File: src/rtl/smbi_pkg.sv
// How it works
// - cs1 set routes chip select 1 to dram
// - cs2 bit keeps static, enables slot two
// - cs3 bit keeps static, enables nand logic
// - cs4 bit keeps static, enables slot one
// - cleared bits leave plain static chip selects
// - bit 16 set connects wait pin
// - bit 16 clear frees wait pin for gpio
// - assignment register at offset zero, fixed decode
// - eight chip selects, 23-bit address bus
// - per-region 8 or 16-bit data width
// - separate strobes, two-cycle minimum access
// - active-low external wait input extends access
// - strobes and selects active low, data bidirectional
// - lowest pin is a0 or lower-byte select
// - write pins per-byte or enable plus upper
// - 8-bit uses a[22:0], 16-bit uses a[22:1]
// - address to chip-select page mapping fixed
// - small devices wrap inside their page
// - nand address/command latch from a21/a22
// - wait low during a static access freezes bus pins, counters and state
package smbi_pkg;

	localparam int ADDR_W = 8;
	localparam int DATA_W = 32;
	localparam int XADDR_W = 23;
	localparam int NCS = 8;
	localparam int WS_W = 4;

	localparam logic [ADDR_W-1:0] OFS_CSA = 8'h00;
	localparam logic [ADDR_W-1:0] OFS_CSR_FIRST = 8'h10;
	localparam logic [ADDR_W-1:0] OFS_CSR_LAST = 8'h2C;

	localparam int CSA_DRAM_BIT = 1;
	localparam int CSA_SLOT2_BIT = 2;
	localparam int CSA_NAND_BIT = 3;
	localparam int CSA_SLOT1_BIT = 4;
	localparam int CSA_WAIT_BIT = 16;
	localparam logic [DATA_W-1:0] CSA_MASK = 32'h0001_001E;
	localparam logic [DATA_W-1:0] CSA_RESET = 32'h0000_0000;

	localparam int CSR_WIDE_BIT = 0;
	localparam int CSR_BSEL_BIT = 1;
	localparam int CSR_WS_LSB = 2;
	localparam logic [7:0] CSR_MASK = 8'h3F;
	localparam logic [7:0] CSR_RESET = 8'h01;

	localparam logic [3:0] PAGE_FIRST = 4'h1;
	localparam logic [3:0] PAGE_LAST = 4'h8;
	localparam int DRAM_CS = 1;
	localparam int SLOT2_CS = 2;
	localparam int NAND_CS = 3;
	localparam int SLOT1_CS = 4;
	localparam int ALE_BIT = 21;
	localparam int CLE_BIT = 22;

	typedef struct packed {
		logic [31:0] addr;
		logic write;
		logic half;
		logic [15:0] wdata;
	} smbi_acc_t;

	typedef struct packed {
		logic [NCS-1:0] chip_sel_n;
		logic rd_n;
		logic write_strobe_low_n;
		logic write_strobe_high_n;
		logic addr0_or_lower_byte_n;
		logic [XADDR_W-1:1] addr;
	} smbi_pins_t;

	typedef enum logic [1:0] {
		ST_IDLE,
		ST_ACCESS,
		ST_DRAM
	} smbi_state_t;

endpackage

File: src/rtl/smbi_static_memory_bus_interface.sv
// Chosen here: strobed register access.
`timescale 1ns/10ps
module smbi_static_memory_bus_interface (
	input wire logic sys_clk_in,
	input wire logic arst_n_in,
	input wire logic [smbi_pkg::ADDR_W-1:0] reg_addr_in,
	input wire logic [smbi_pkg::DATA_W-1:0] reg_wdata_in,
	input wire logic reg_write_in,
	input wire logic reg_read_in,
	output logic [smbi_pkg::DATA_W-1:0] reg_rdata_out,
	input wire logic acc_req_in,
	input wire smbi_pkg::smbi_acc_t acc_in,
	output logic acc_busy_out,
	output logic acc_done_out,
	output logic [15:0] acc_rdata_out,
	output logic acc_error_out,
	output logic dram_req_out,
	output smbi_pkg::smbi_acc_t dram_acc_out,
	input wire logic dram_done_in,
	input wire logic [15:0] dram_rdata_in,
	output smbi_pkg::smbi_pins_t mem_pins_out,
	output logic [15:0] data_out,
	output logic data_oe_out,
	input wire logic [15:0] data_in,
	input wire logic wait_pin_n_in,
	output logic wait_pin_gpio_out,
	output logic nand_oe_n_out,
	output logic nand_we_n_out,
	output logic nand_ale_out,
	output logic nand_cle_out,
	output logic [1:0] card_cs_n_out,
	output logic card_rnw_out,
	output logic dram_route_sel_out,
	output logic card_slot1_enable_out,
	output logic card_slot2_enable_out,
	output logic nand_logic_enable_out
);

	////////////////////////////////////////////////////////////////////////////////
	// register file

	logic [smbi_pkg::DATA_W-1:0] csa_reg;
	logic [7:0] csr_reg [smbi_pkg::NCS];
	logic [smbi_pkg::DATA_W-1:0] rdata_reg;

	wire logic hit_csa = (reg_addr_in == smbi_pkg::OFS_CSA);
	wire logic hit_csr = (reg_addr_in >= smbi_pkg::OFS_CSR_FIRST) &&
		(reg_addr_in <= smbi_pkg::OFS_CSR_LAST) && (reg_addr_in[1:0] == 2'b00);
	wire logic [smbi_pkg::ADDR_W-1:0] csr_ofs = reg_addr_in - smbi_pkg::OFS_CSR_FIRST;
	wire logic [2:0] csr_idx = csr_ofs[4:2];
	wire logic dram_route_sel = csa_reg[smbi_pkg::CSA_DRAM_BIT];
	wire logic card_slot2_enable = csa_reg[smbi_pkg::CSA_SLOT2_BIT];
	wire logic nand_logic_enable = csa_reg[smbi_pkg::CSA_NAND_BIT];
	wire logic card_slot1_enable = csa_reg[smbi_pkg::CSA_SLOT1_BIT];
	wire logic wait_pin_connect = csa_reg[smbi_pkg::CSA_WAIT_BIT];
	wire logic [smbi_pkg::DATA_W-1:0] rd_mux = hit_csa ? csa_reg :
		hit_csr ? {24'h00_0000, csr_reg[csr_idx]} : '0;

	always_ff @(posedge sys_clk_in or negedge arst_n_in) begin
		if (!arst_n_in) begin
			csa_reg <= smbi_pkg::CSA_RESET;
			for (int i = 0; i < smbi_pkg::NCS; i++) begin
				csr_reg[i] <= smbi_pkg::CSR_RESET;
			end
			rdata_reg <= '0;
		end else begin
			if (reg_write_in && hit_csa) begin
				csa_reg <= reg_wdata_in & smbi_pkg::CSA_MASK;
			end
			if (reg_write_in && hit_csr) begin
				csr_reg[csr_idx] <= reg_wdata_in[7:0] & smbi_pkg::CSR_MASK;
			end
			rdata_reg <= reg_read_in ? rd_mux : '0;
		end
	end

	assign reg_rdata_out = rdata_reg;
	assign dram_route_sel_out = dram_route_sel;
	assign card_slot1_enable_out = card_slot1_enable;
	assign card_slot2_enable_out = card_slot2_enable;
	assign nand_logic_enable_out = nand_logic_enable;

	////////////////////////////////////////////////////////////////////////////////
	// wait pin routing and synchroniser

	logic wait_s1_reg;
	logic wait_s2_reg;
	wire logic wait_req_n = wait_pin_connect ? wait_pin_n_in : 1'b1;
	assign wait_pin_gpio_out = wait_pin_connect ? 1'b1 : wait_pin_n_in;

	always_ff @(posedge sys_clk_in or negedge arst_n_in) begin
		if (!arst_n_in) begin
			wait_s1_reg <= 1'b1;
			wait_s2_reg <= 1'b1;
		end else begin
			wait_s1_reg <= wait_req_n;
			wait_s2_reg <= wait_s1_reg;
		end
	end

	wire logic waiting = !wait_s2_reg;

	////////////////////////////////////////////////////////////////////////////////
	// fixed page decode

	function automatic logic page_valid(input logic [31:0] a);
		return (a[31:28] >= smbi_pkg::PAGE_FIRST) && (a[31:28] <= smbi_pkg::PAGE_LAST);
	endfunction

	function automatic logic [2:0] page_cs(input logic [31:0] a);
		logic [3:0] p;
		p = a[31:28] - smbi_pkg::PAGE_FIRST;
		return p[2:0];
	endfunction

	wire logic req_valid = page_valid(acc_in.addr);
	wire logic [2:0] req_cs = page_cs(acc_in.addr);
	wire logic req_dram = dram_route_sel && (req_cs == 3'(smbi_pkg::DRAM_CS));

	////////////////////////////////////////////////////////////////////////////////
	// access sequencer

	smbi_pkg::smbi_state_t state_reg;
	smbi_pkg::smbi_state_t state_next;
	smbi_pkg::smbi_acc_t cur_reg;
	logic [2:0] cs_reg;
	logic [smbi_pkg::WS_W-1:0] ws_reg;
	logic [smbi_pkg::WS_W-1:0] ws_next;
	logic done_reg;
	logic error_reg;
	logic [15:0] rdat_reg;
	logic dram_req_reg;
	// first access cycle: the registered pins are not on the bus yet
	logic lead_reg;

	wire logic [7:0] cur_cfg = csr_reg[cs_reg];
	wire logic cur_wide = cur_cfg[smbi_pkg::CSR_WIDE_BIT];
	wire logic cur_bsel = cur_cfg[smbi_pkg::CSR_BSEL_BIT];
	wire logic [smbi_pkg::WS_W-1:0] req_ws =
		csr_reg[req_cs][smbi_pkg::CSR_WS_LSB +: smbi_pkg::WS_W];
	wire logic take = acc_req_in && (state_reg == smbi_pkg::ST_IDLE);
	wire logic finish = (state_reg == smbi_pkg::ST_ACCESS) && !lead_reg && !waiting &&
		(ws_reg == '0);

	always_comb begin
		state_next = state_reg;
		ws_next = ws_reg;
		case (state_reg)
			smbi_pkg::ST_IDLE: begin
				if (take && req_valid) begin
					state_next = req_dram ? smbi_pkg::ST_DRAM : smbi_pkg::ST_ACCESS;
					ws_next = req_ws;
				end
			end
			smbi_pkg::ST_ACCESS: begin
				if (waiting) begin
					ws_next = ws_reg;
				end else if (ws_reg != '0) begin
					ws_next = ws_reg - 1'b1;
				end else if (!lead_reg) begin
					state_next = smbi_pkg::ST_IDLE;
				end
			end
			smbi_pkg::ST_DRAM: begin
				if (dram_done_in) begin
					state_next = smbi_pkg::ST_IDLE;
				end
			end
			default: begin
				state_next = smbi_pkg::ST_IDLE;
			end
		endcase
	end

	// lane choice of the halfword result
	wire logic [15:0] smc_rdata = (!cur_wide || (!cur_reg.half && cur_reg.addr[0])) ?
		(cur_wide ? {8'h00, data_in[15:8]} : {8'h00, data_in[7:0]}) : data_in;

	always_ff @(posedge sys_clk_in or negedge arst_n_in) begin
		if (!arst_n_in) begin
			state_reg <= smbi_pkg::ST_IDLE;
			cur_reg <= '0;
			cs_reg <= '0;
			ws_reg <= '0;
			done_reg <= 1'b0;
			error_reg <= 1'b0;
			rdat_reg <= '0;
			dram_req_reg <= 1'b0;
			lead_reg <= 1'b0;
		end else begin
			state_reg <= state_next;
			ws_reg <= ws_next;
			lead_reg <= take && req_valid && !req_dram;
			if (take) begin
				cur_reg <= acc_in;
				cs_reg <= req_cs;
			end
			dram_req_reg <= take && req_valid && req_dram;
			error_reg <= take && !req_valid;
			done_reg <= finish || (state_reg == smbi_pkg::ST_DRAM && dram_done_in) ||
				(take && !req_valid);
			if (finish && !cur_reg.write) begin
				rdat_reg <= smc_rdata;
			end else if (state_reg == smbi_pkg::ST_DRAM && dram_done_in) begin
				rdat_reg <= dram_rdata_in;
			end
		end
	end

	assign acc_busy_out = (state_reg != smbi_pkg::ST_IDLE);
	assign acc_done_out = done_reg;
	assign acc_error_out = error_reg;
	assign acc_rdata_out = rdat_reg;
	assign dram_req_out = dram_req_reg;
	assign dram_acc_out = cur_reg;

	////////////////////////////////////////////////////////////////////////////////
	// pin generation

	wire logic active = (state_reg == smbi_pkg::ST_ACCESS);
	wire logic lo_byte = cur_reg.half || !cur_reg.addr[0];
	wire logic hi_byte = cur_reg.half || cur_reg.addr[0];
	wire logic [15:0] wr_lanes = (cur_wide && !cur_reg.half && cur_reg.addr[0]) ?
		{cur_reg.wdata[7:0], 8'h00} : cur_reg.wdata;

	smbi_pkg::smbi_pins_t pins_next;

	always_comb begin
		pins_next = '0;
		pins_next.chip_sel_n = '1;
		pins_next.rd_n = 1'b1;
		pins_next.write_strobe_low_n = 1'b1;
		pins_next.write_strobe_high_n = 1'b1;
		pins_next.addr0_or_lower_byte_n = 1'b1;
		pins_next.addr = cur_reg.addr[smbi_pkg::XADDR_W-1:1];
		if (active) begin
			pins_next.chip_sel_n[cs_reg] = 1'b0;
			pins_next.rd_n = cur_reg.write;
			if (!cur_wide) begin
				pins_next.addr0_or_lower_byte_n = cur_reg.addr[0];
				pins_next.write_strobe_low_n = !cur_reg.write;
			end else if (cur_bsel) begin
				pins_next.addr0_or_lower_byte_n = !lo_byte;
				pins_next.write_strobe_high_n = !hi_byte;
				pins_next.write_strobe_low_n = !cur_reg.write;
			end else begin
				pins_next.write_strobe_low_n = !(cur_reg.write && lo_byte);
				pins_next.write_strobe_high_n = !(cur_reg.write && hi_byte);
			end
		end
	end

	logic data_oe_reg;
	logic [15:0] data_out_reg;
	smbi_pkg::smbi_pins_t pins_reg;

	always_ff @(posedge sys_clk_in or negedge arst_n_in) begin
		if (!arst_n_in) begin
			pins_reg <= {{smbi_pkg::NCS{1'b1}}, 4'hF, {(smbi_pkg::XADDR_W-1){1'b0}}};
			data_oe_reg <= 1'b0;
			data_out_reg <= '0;
		end else if (!waiting || !active) begin
			pins_reg <= pins_next;
			data_oe_reg <= active && cur_reg.write;
			data_out_reg <= wr_lanes;
		end
	end

	assign mem_pins_out = pins_reg;
	assign data_out = data_out_reg;
	assign data_oe_out = data_oe_reg;

	////////////////////////////////////////////////////////////////////////////////
	// nand and card add-on logic

	wire logic nand_hit = nand_logic_enable && !pins_reg.chip_sel_n[smbi_pkg::NAND_CS];
	assign nand_oe_n_out = nand_hit ? pins_reg.rd_n : 1'b1;
	assign nand_we_n_out = nand_hit ? pins_reg.write_strobe_low_n : 1'b1;
	assign nand_ale_out = nand_hit && pins_reg.addr[smbi_pkg::ALE_BIT];
	assign nand_cle_out = nand_hit && pins_reg.addr[smbi_pkg::CLE_BIT];
	assign card_cs_n_out[0] = card_slot1_enable ?
		pins_reg.chip_sel_n[smbi_pkg::SLOT1_CS] : 1'b1;
	assign card_cs_n_out[1] = card_slot2_enable ?
		pins_reg.chip_sel_n[smbi_pkg::SLOT2_CS] : 1'b1;
	assign card_rnw_out = !data_oe_reg;

endmodule // smbi_static_memory_bus_interface

File: config.mk
export PLATFORM = sky130hd
export DESIGN_NAME = smbi_static_memory_bus_interface
export DESIGN_NICKNAME = d
export VERILOG_FILES = /design/src/rtl/smbi_pkg.sv /design/src/rtl/smbi_static_memory_bus_interface.sv
export SDC_FILE = /design/constraint.sdc
export NUM_CORES = 1
export LEC_CHECK = 0
export ABC_CLOCK_PERIOD_IN_PS = 1850
export BUFFER_PORTS_ARGS = -buffer_cell sky130_fd_sc_hd__buf_4
export CORE_MARGIN = 1
export CORE_UTILIZATION = 46
export CTS_BUF_LIST = sky130_fd_sc_hd__clkbuf_16
export DETAILED_ROUTE_END_ITERATION = 6
export PLACE_DENSITY_LB_ADDON = 0.2
export SLEW_MARGIN = 40
export SYNTH_ARGS = -nofsm -noshare
export SYNTH_HDL_FRONTEND = slang
export SYNTH_SLANG_ARGS = --single-unit
File: constraint.sdc
create_clock -name sys_clk_in -period 1.85 [get_ports sys_clk_in]
set_input_delay 0 -clock sys_clk_in [delete_from_list [all_inputs] [get_ports sys_clk_in]]
set_output_delay 0 -clock sys_clk_in [all_outputs]
set_load 0.05 [all_outputs]
==> run_results.csv <==
group,metric,value,unit
status,status,"finished, violations left",
status,violations,"negative setup slack",
floorplan,die_width,143,um
routing,wirelength,27000,um
timing,final_hold_viol_count,0,
yosys,synth_fa_ha_area_share,0.681,%
cts,h-tree-depth,4,
routing,drc,0,
placed_design,pre_cts_slack,-0.0233,ns
timing,fin_skew,0.0101,ns
critical_path,crit_path_max_incr_delay,0.41,ns
yosys,ys_ff_latch,192,
critical_path,path_cells,"inv_2, ha_4, or3b_4, nor4_4, buf_6, clkbuf_16, nor2_4, a31oi_1",
floorplan,initial_core_util,47.0,%
yosys,yosysWarnings,0,
timing,fin_ws,-0.0463,ns
layout,n_fill_cell,1521,
critical_path,cp-start-kind,"register",
layout,diodes,0,
timing,fmax,0.527,GHz
cts,cts_tree,"done",
global_route,antenna_found_initial,0,
cts,cts_inserted_buffers,17,
critical_path,crit_slowest_cell,"dfrtp_1",
critical_path,worst_ep_arrival_time,2.24,ns
yosys,synthXorXnorAreaFrac,0.191,%
power,p_leak,0.00642,uW
layout,fin_util,66.6,%
cts,clk_pin_slew,0.07,ns
timing,tightest_slew,0.561,ns
placed_design,io_buffers,243,
floorplan,ios,294,
critical_path,cp.required,2.19,ns
layout,regArea,4830,um2
power,p_per_area,1560,nW/um2
layout,synthToLayoutAreaGrowth,41.6,%
layout,nNetsFinal,1349,
timing,grt_setup_unrepaired,"true",
yosys,synthCells,886,
routing,wl_per_cell,18.1,um
yosys,synthSimpleGateAreaFrac,18.3,%
global_route,grt_pass1_vias,7605,
cts,cts_buffer_depth,2,
critical_path,criticalPathCategory,"register to register",
global_route,grt_max_degree,51,
cts,clkLatencyLatePin,0.44,ns
yosys,synth_area,9180,um2
yosys,synth_top_family_by_area,"simple AND/OR/NAND/NOR gates",
cts,cts.sinks,192,
yosys,synth_edf_count,0,
yosys,syn_avg_cell_area,10.4,um2
placed_design,place_congestion,0.800,
layout,drive_above_1_share,37.9,%
timing,setup_violations,14,
timing,period_share,103,%
floorplan,die_h,143,um
floorplan,die_area,20500,um2
timing,period_needed,1.90,ns
routing,dr.pass1.iters,5,
routing,vias,7744,
critical_path,path_max_fanout,8,
critical_path,end_kind,"register",
global_route,grt_util_all_layers,26.2,%
power,switching_power,9510,uW
layout,fin_area,13000,um2
yosys,synth-compound-area-share,6.93,%
routing,ant_nets,0,
power,switching_share,46.9,%
timing,final_max_slew_viol_count,0,
routing,drtIter0Drc,479,
yosys,seq_area_frac_synth,52.6,%
power,power_frac_comb,50.0,%
placed_design,placed_area,11300,um2
yosys,yosysUniqueCellTypes,56,
power,clkPwrFrac,17.4,%
placed_design,post-dp-hpwl,17800,um
yosys,async_flop_share,100,%
placed_design,placed_cells,1361,
timing,relSlewSlack,62.5,%
layout,finalNonFillerCells,1493,
routing,vias_per_cell,5.19,
yosys,synthMuxAreaShare,14.4,%
floorplan,std_cell_rows,51,
cts,cts_root_buf,"clkbuf_16",
worst_hold_path,min_path_type,"input port to register",
global_route,grt-ovfl-total,0,
layout,largest_reg_flops,50,
global_route,grt_pass1_wl,40800,um
job,drv_cap,0,
power,internal_power,10800,uW
power,p_seq_share,32.6,%
timing,whs,0.0230,ns
layout,multi_input_area,3970,um2
yosys,ys.flop_type,"dfrtp_1",
floorplan,core_region_area,19500,um2
power,ir_drop,961,uV
[critical path, delay by kind of cell (launching register included)]
| kind | cells | cell delay, ns |
|---|---|---|
| compound gates | 1 | 0.16 |
| flops | 1 | 0.41 |
| fa+ha+maj | 1 | 0.13 |
| simple gates | 3 | 0.67 |
| buf+inv | 3 | 0.44 |
[per-layer routing]
layer	track usage [%]	wire, um	up-vias
met1	32.6	10900	3787
met3	4.30	1530	63
met4	12.2	873	0
met2	44.9	13700	289
li1	-	-	3605
met5	0	0	-
[timing repair]
action / 4_1_cts / 5_1_grt
hold buffers: 91 / 0
gates cloned: 2 / 1
hold endpoints to repair: 293 / 0
buffers inserted: 2 / 5
gates resized for setup: 2 / 50
pin swaps: 1 / 17
setup endpoints to repair: 7 / 35
[placed cells by master, fill, tap and decap left out, types with 18 or more instances in the layout]
cell	instances
mux2_2	71
mux2i_1	20
nand2_1	255
nand2b_1	18
dfstp_2	22
dfrtp_1	170
conb_1	25
dlygate4sd3_1	91
buf_4	276
clkbuf_16	19
nand3_1	25
o21ai_0	19
[final timing paths]
| path | from | endpoint | slack (ns) | depth (start not counted) |
|---|---|---|---|---|
| setup / recovery | ws_reg[1] | acc_rdata_out[7] | -0.05 | 8 |
| hold / removal | acc_req_in | cs_reg[1] | 0.02 | 3 |
| setup reg to reg | ws_reg[1] | acc_rdata_out[7] | -0.05 | 8 |
| hold reg to reg | wait_s1_reg | wait_s2_reg | 0.35 | 0 |
| max in group asynchronous | arst_n_in | csr_reg[16] | 1.05 | 3 |
| min in group asynchronous | arst_n_in | dram_acc_out[5] | 0.08 | 2 |
[area by class of cell]
class	instances	share of cell area, %
timing repair buffer	384	25.2
tap	265	2.55
clock inverter	15	1.01
inverter	9	0.260
clock buffer	17	3.27
multi-input combinational	611	30.5
sequential	192	37.2
[synth_stat cells (3+ instances only)]
| master | number | area (um2) |
|---|---|---|
| nand2b_1 | 19 | 119 |
| dfrtp_1 | 170 | 4250 |
| nand4_1 | 3 | 18.8 |
| inv_1 | 9 | 33.8 |
| mux2i_1 | 20 | 200 |
| buf_1 | 4 | 15.0 |
| buf_4 | 48 | 360 |
| buf_2 | 13 | 65.1 |
| o221ai_1 | 5 | 43.8 |
| clkbuf_1 | 30 | 113 |
| o32ai_1 | 3 | 26.3 |
| o21ai_1 | 4 | 20.0 |
| nor2b_1 | 8 | 50.1 |
| a31oi_1 | 17 | 106 |
| ha_1 | 5 | 62.6 |
| nor2_1 | 25 | 93.8 |
| nand3_1 | 26 | 130 |
| dfstp_2 | 22 | 578 |
| nand2_1 | 259 | 972 |
| and2_1 | 3 | 18.8 |
| nor3_1 | 6 | 30.0 |
| mux4_2 | 13 | 293 |
| mux2_2 | 72 | 811 |
| a21oi_1 | 13 | 65.1 |
| o21ai_0 | 31 | 155 |
| buf_6 | 3 | 33.8 |
| o22ai_1 | 18 | 113 |
[power by group through the flow]
stage,Sequential [uW],Clock (uW),Combinational [uW]
2_1_floorplan,9520,0,3730
3_3_place_gp,6610,0,9430
3_5_place_dp,6650,0,9540
4_1_cts,6580,3600,9810
5_1_grt,6770,3770,10700
6_report,6610,3540,10100
[metrics by stage]
stage | setup TNS (ns) | power (uW)
global route | -1.14 | 21200
finish | -0.290 | 20300
floorplan | 0 | 13200
CTS | 0 | 20000
detailed placement | -0.0958 | 16200
global placement | 0 | 16000
[cells by family (layout without fill, tap and decap cells)]
group                    after synthesis  count (layout)
XOR/XNOR                               2               2
flip-flops                           192             192
buffers and inverters                107             425
adder cells (fa/ha/maj)                5               5
other                                  1              25
AO/OA/AOI/OAI                        103             103
AND/OR/NAND/NOR                      370             370
multiplexers                         106             106
Note: power is estimated with default switching activity, not from simulation.
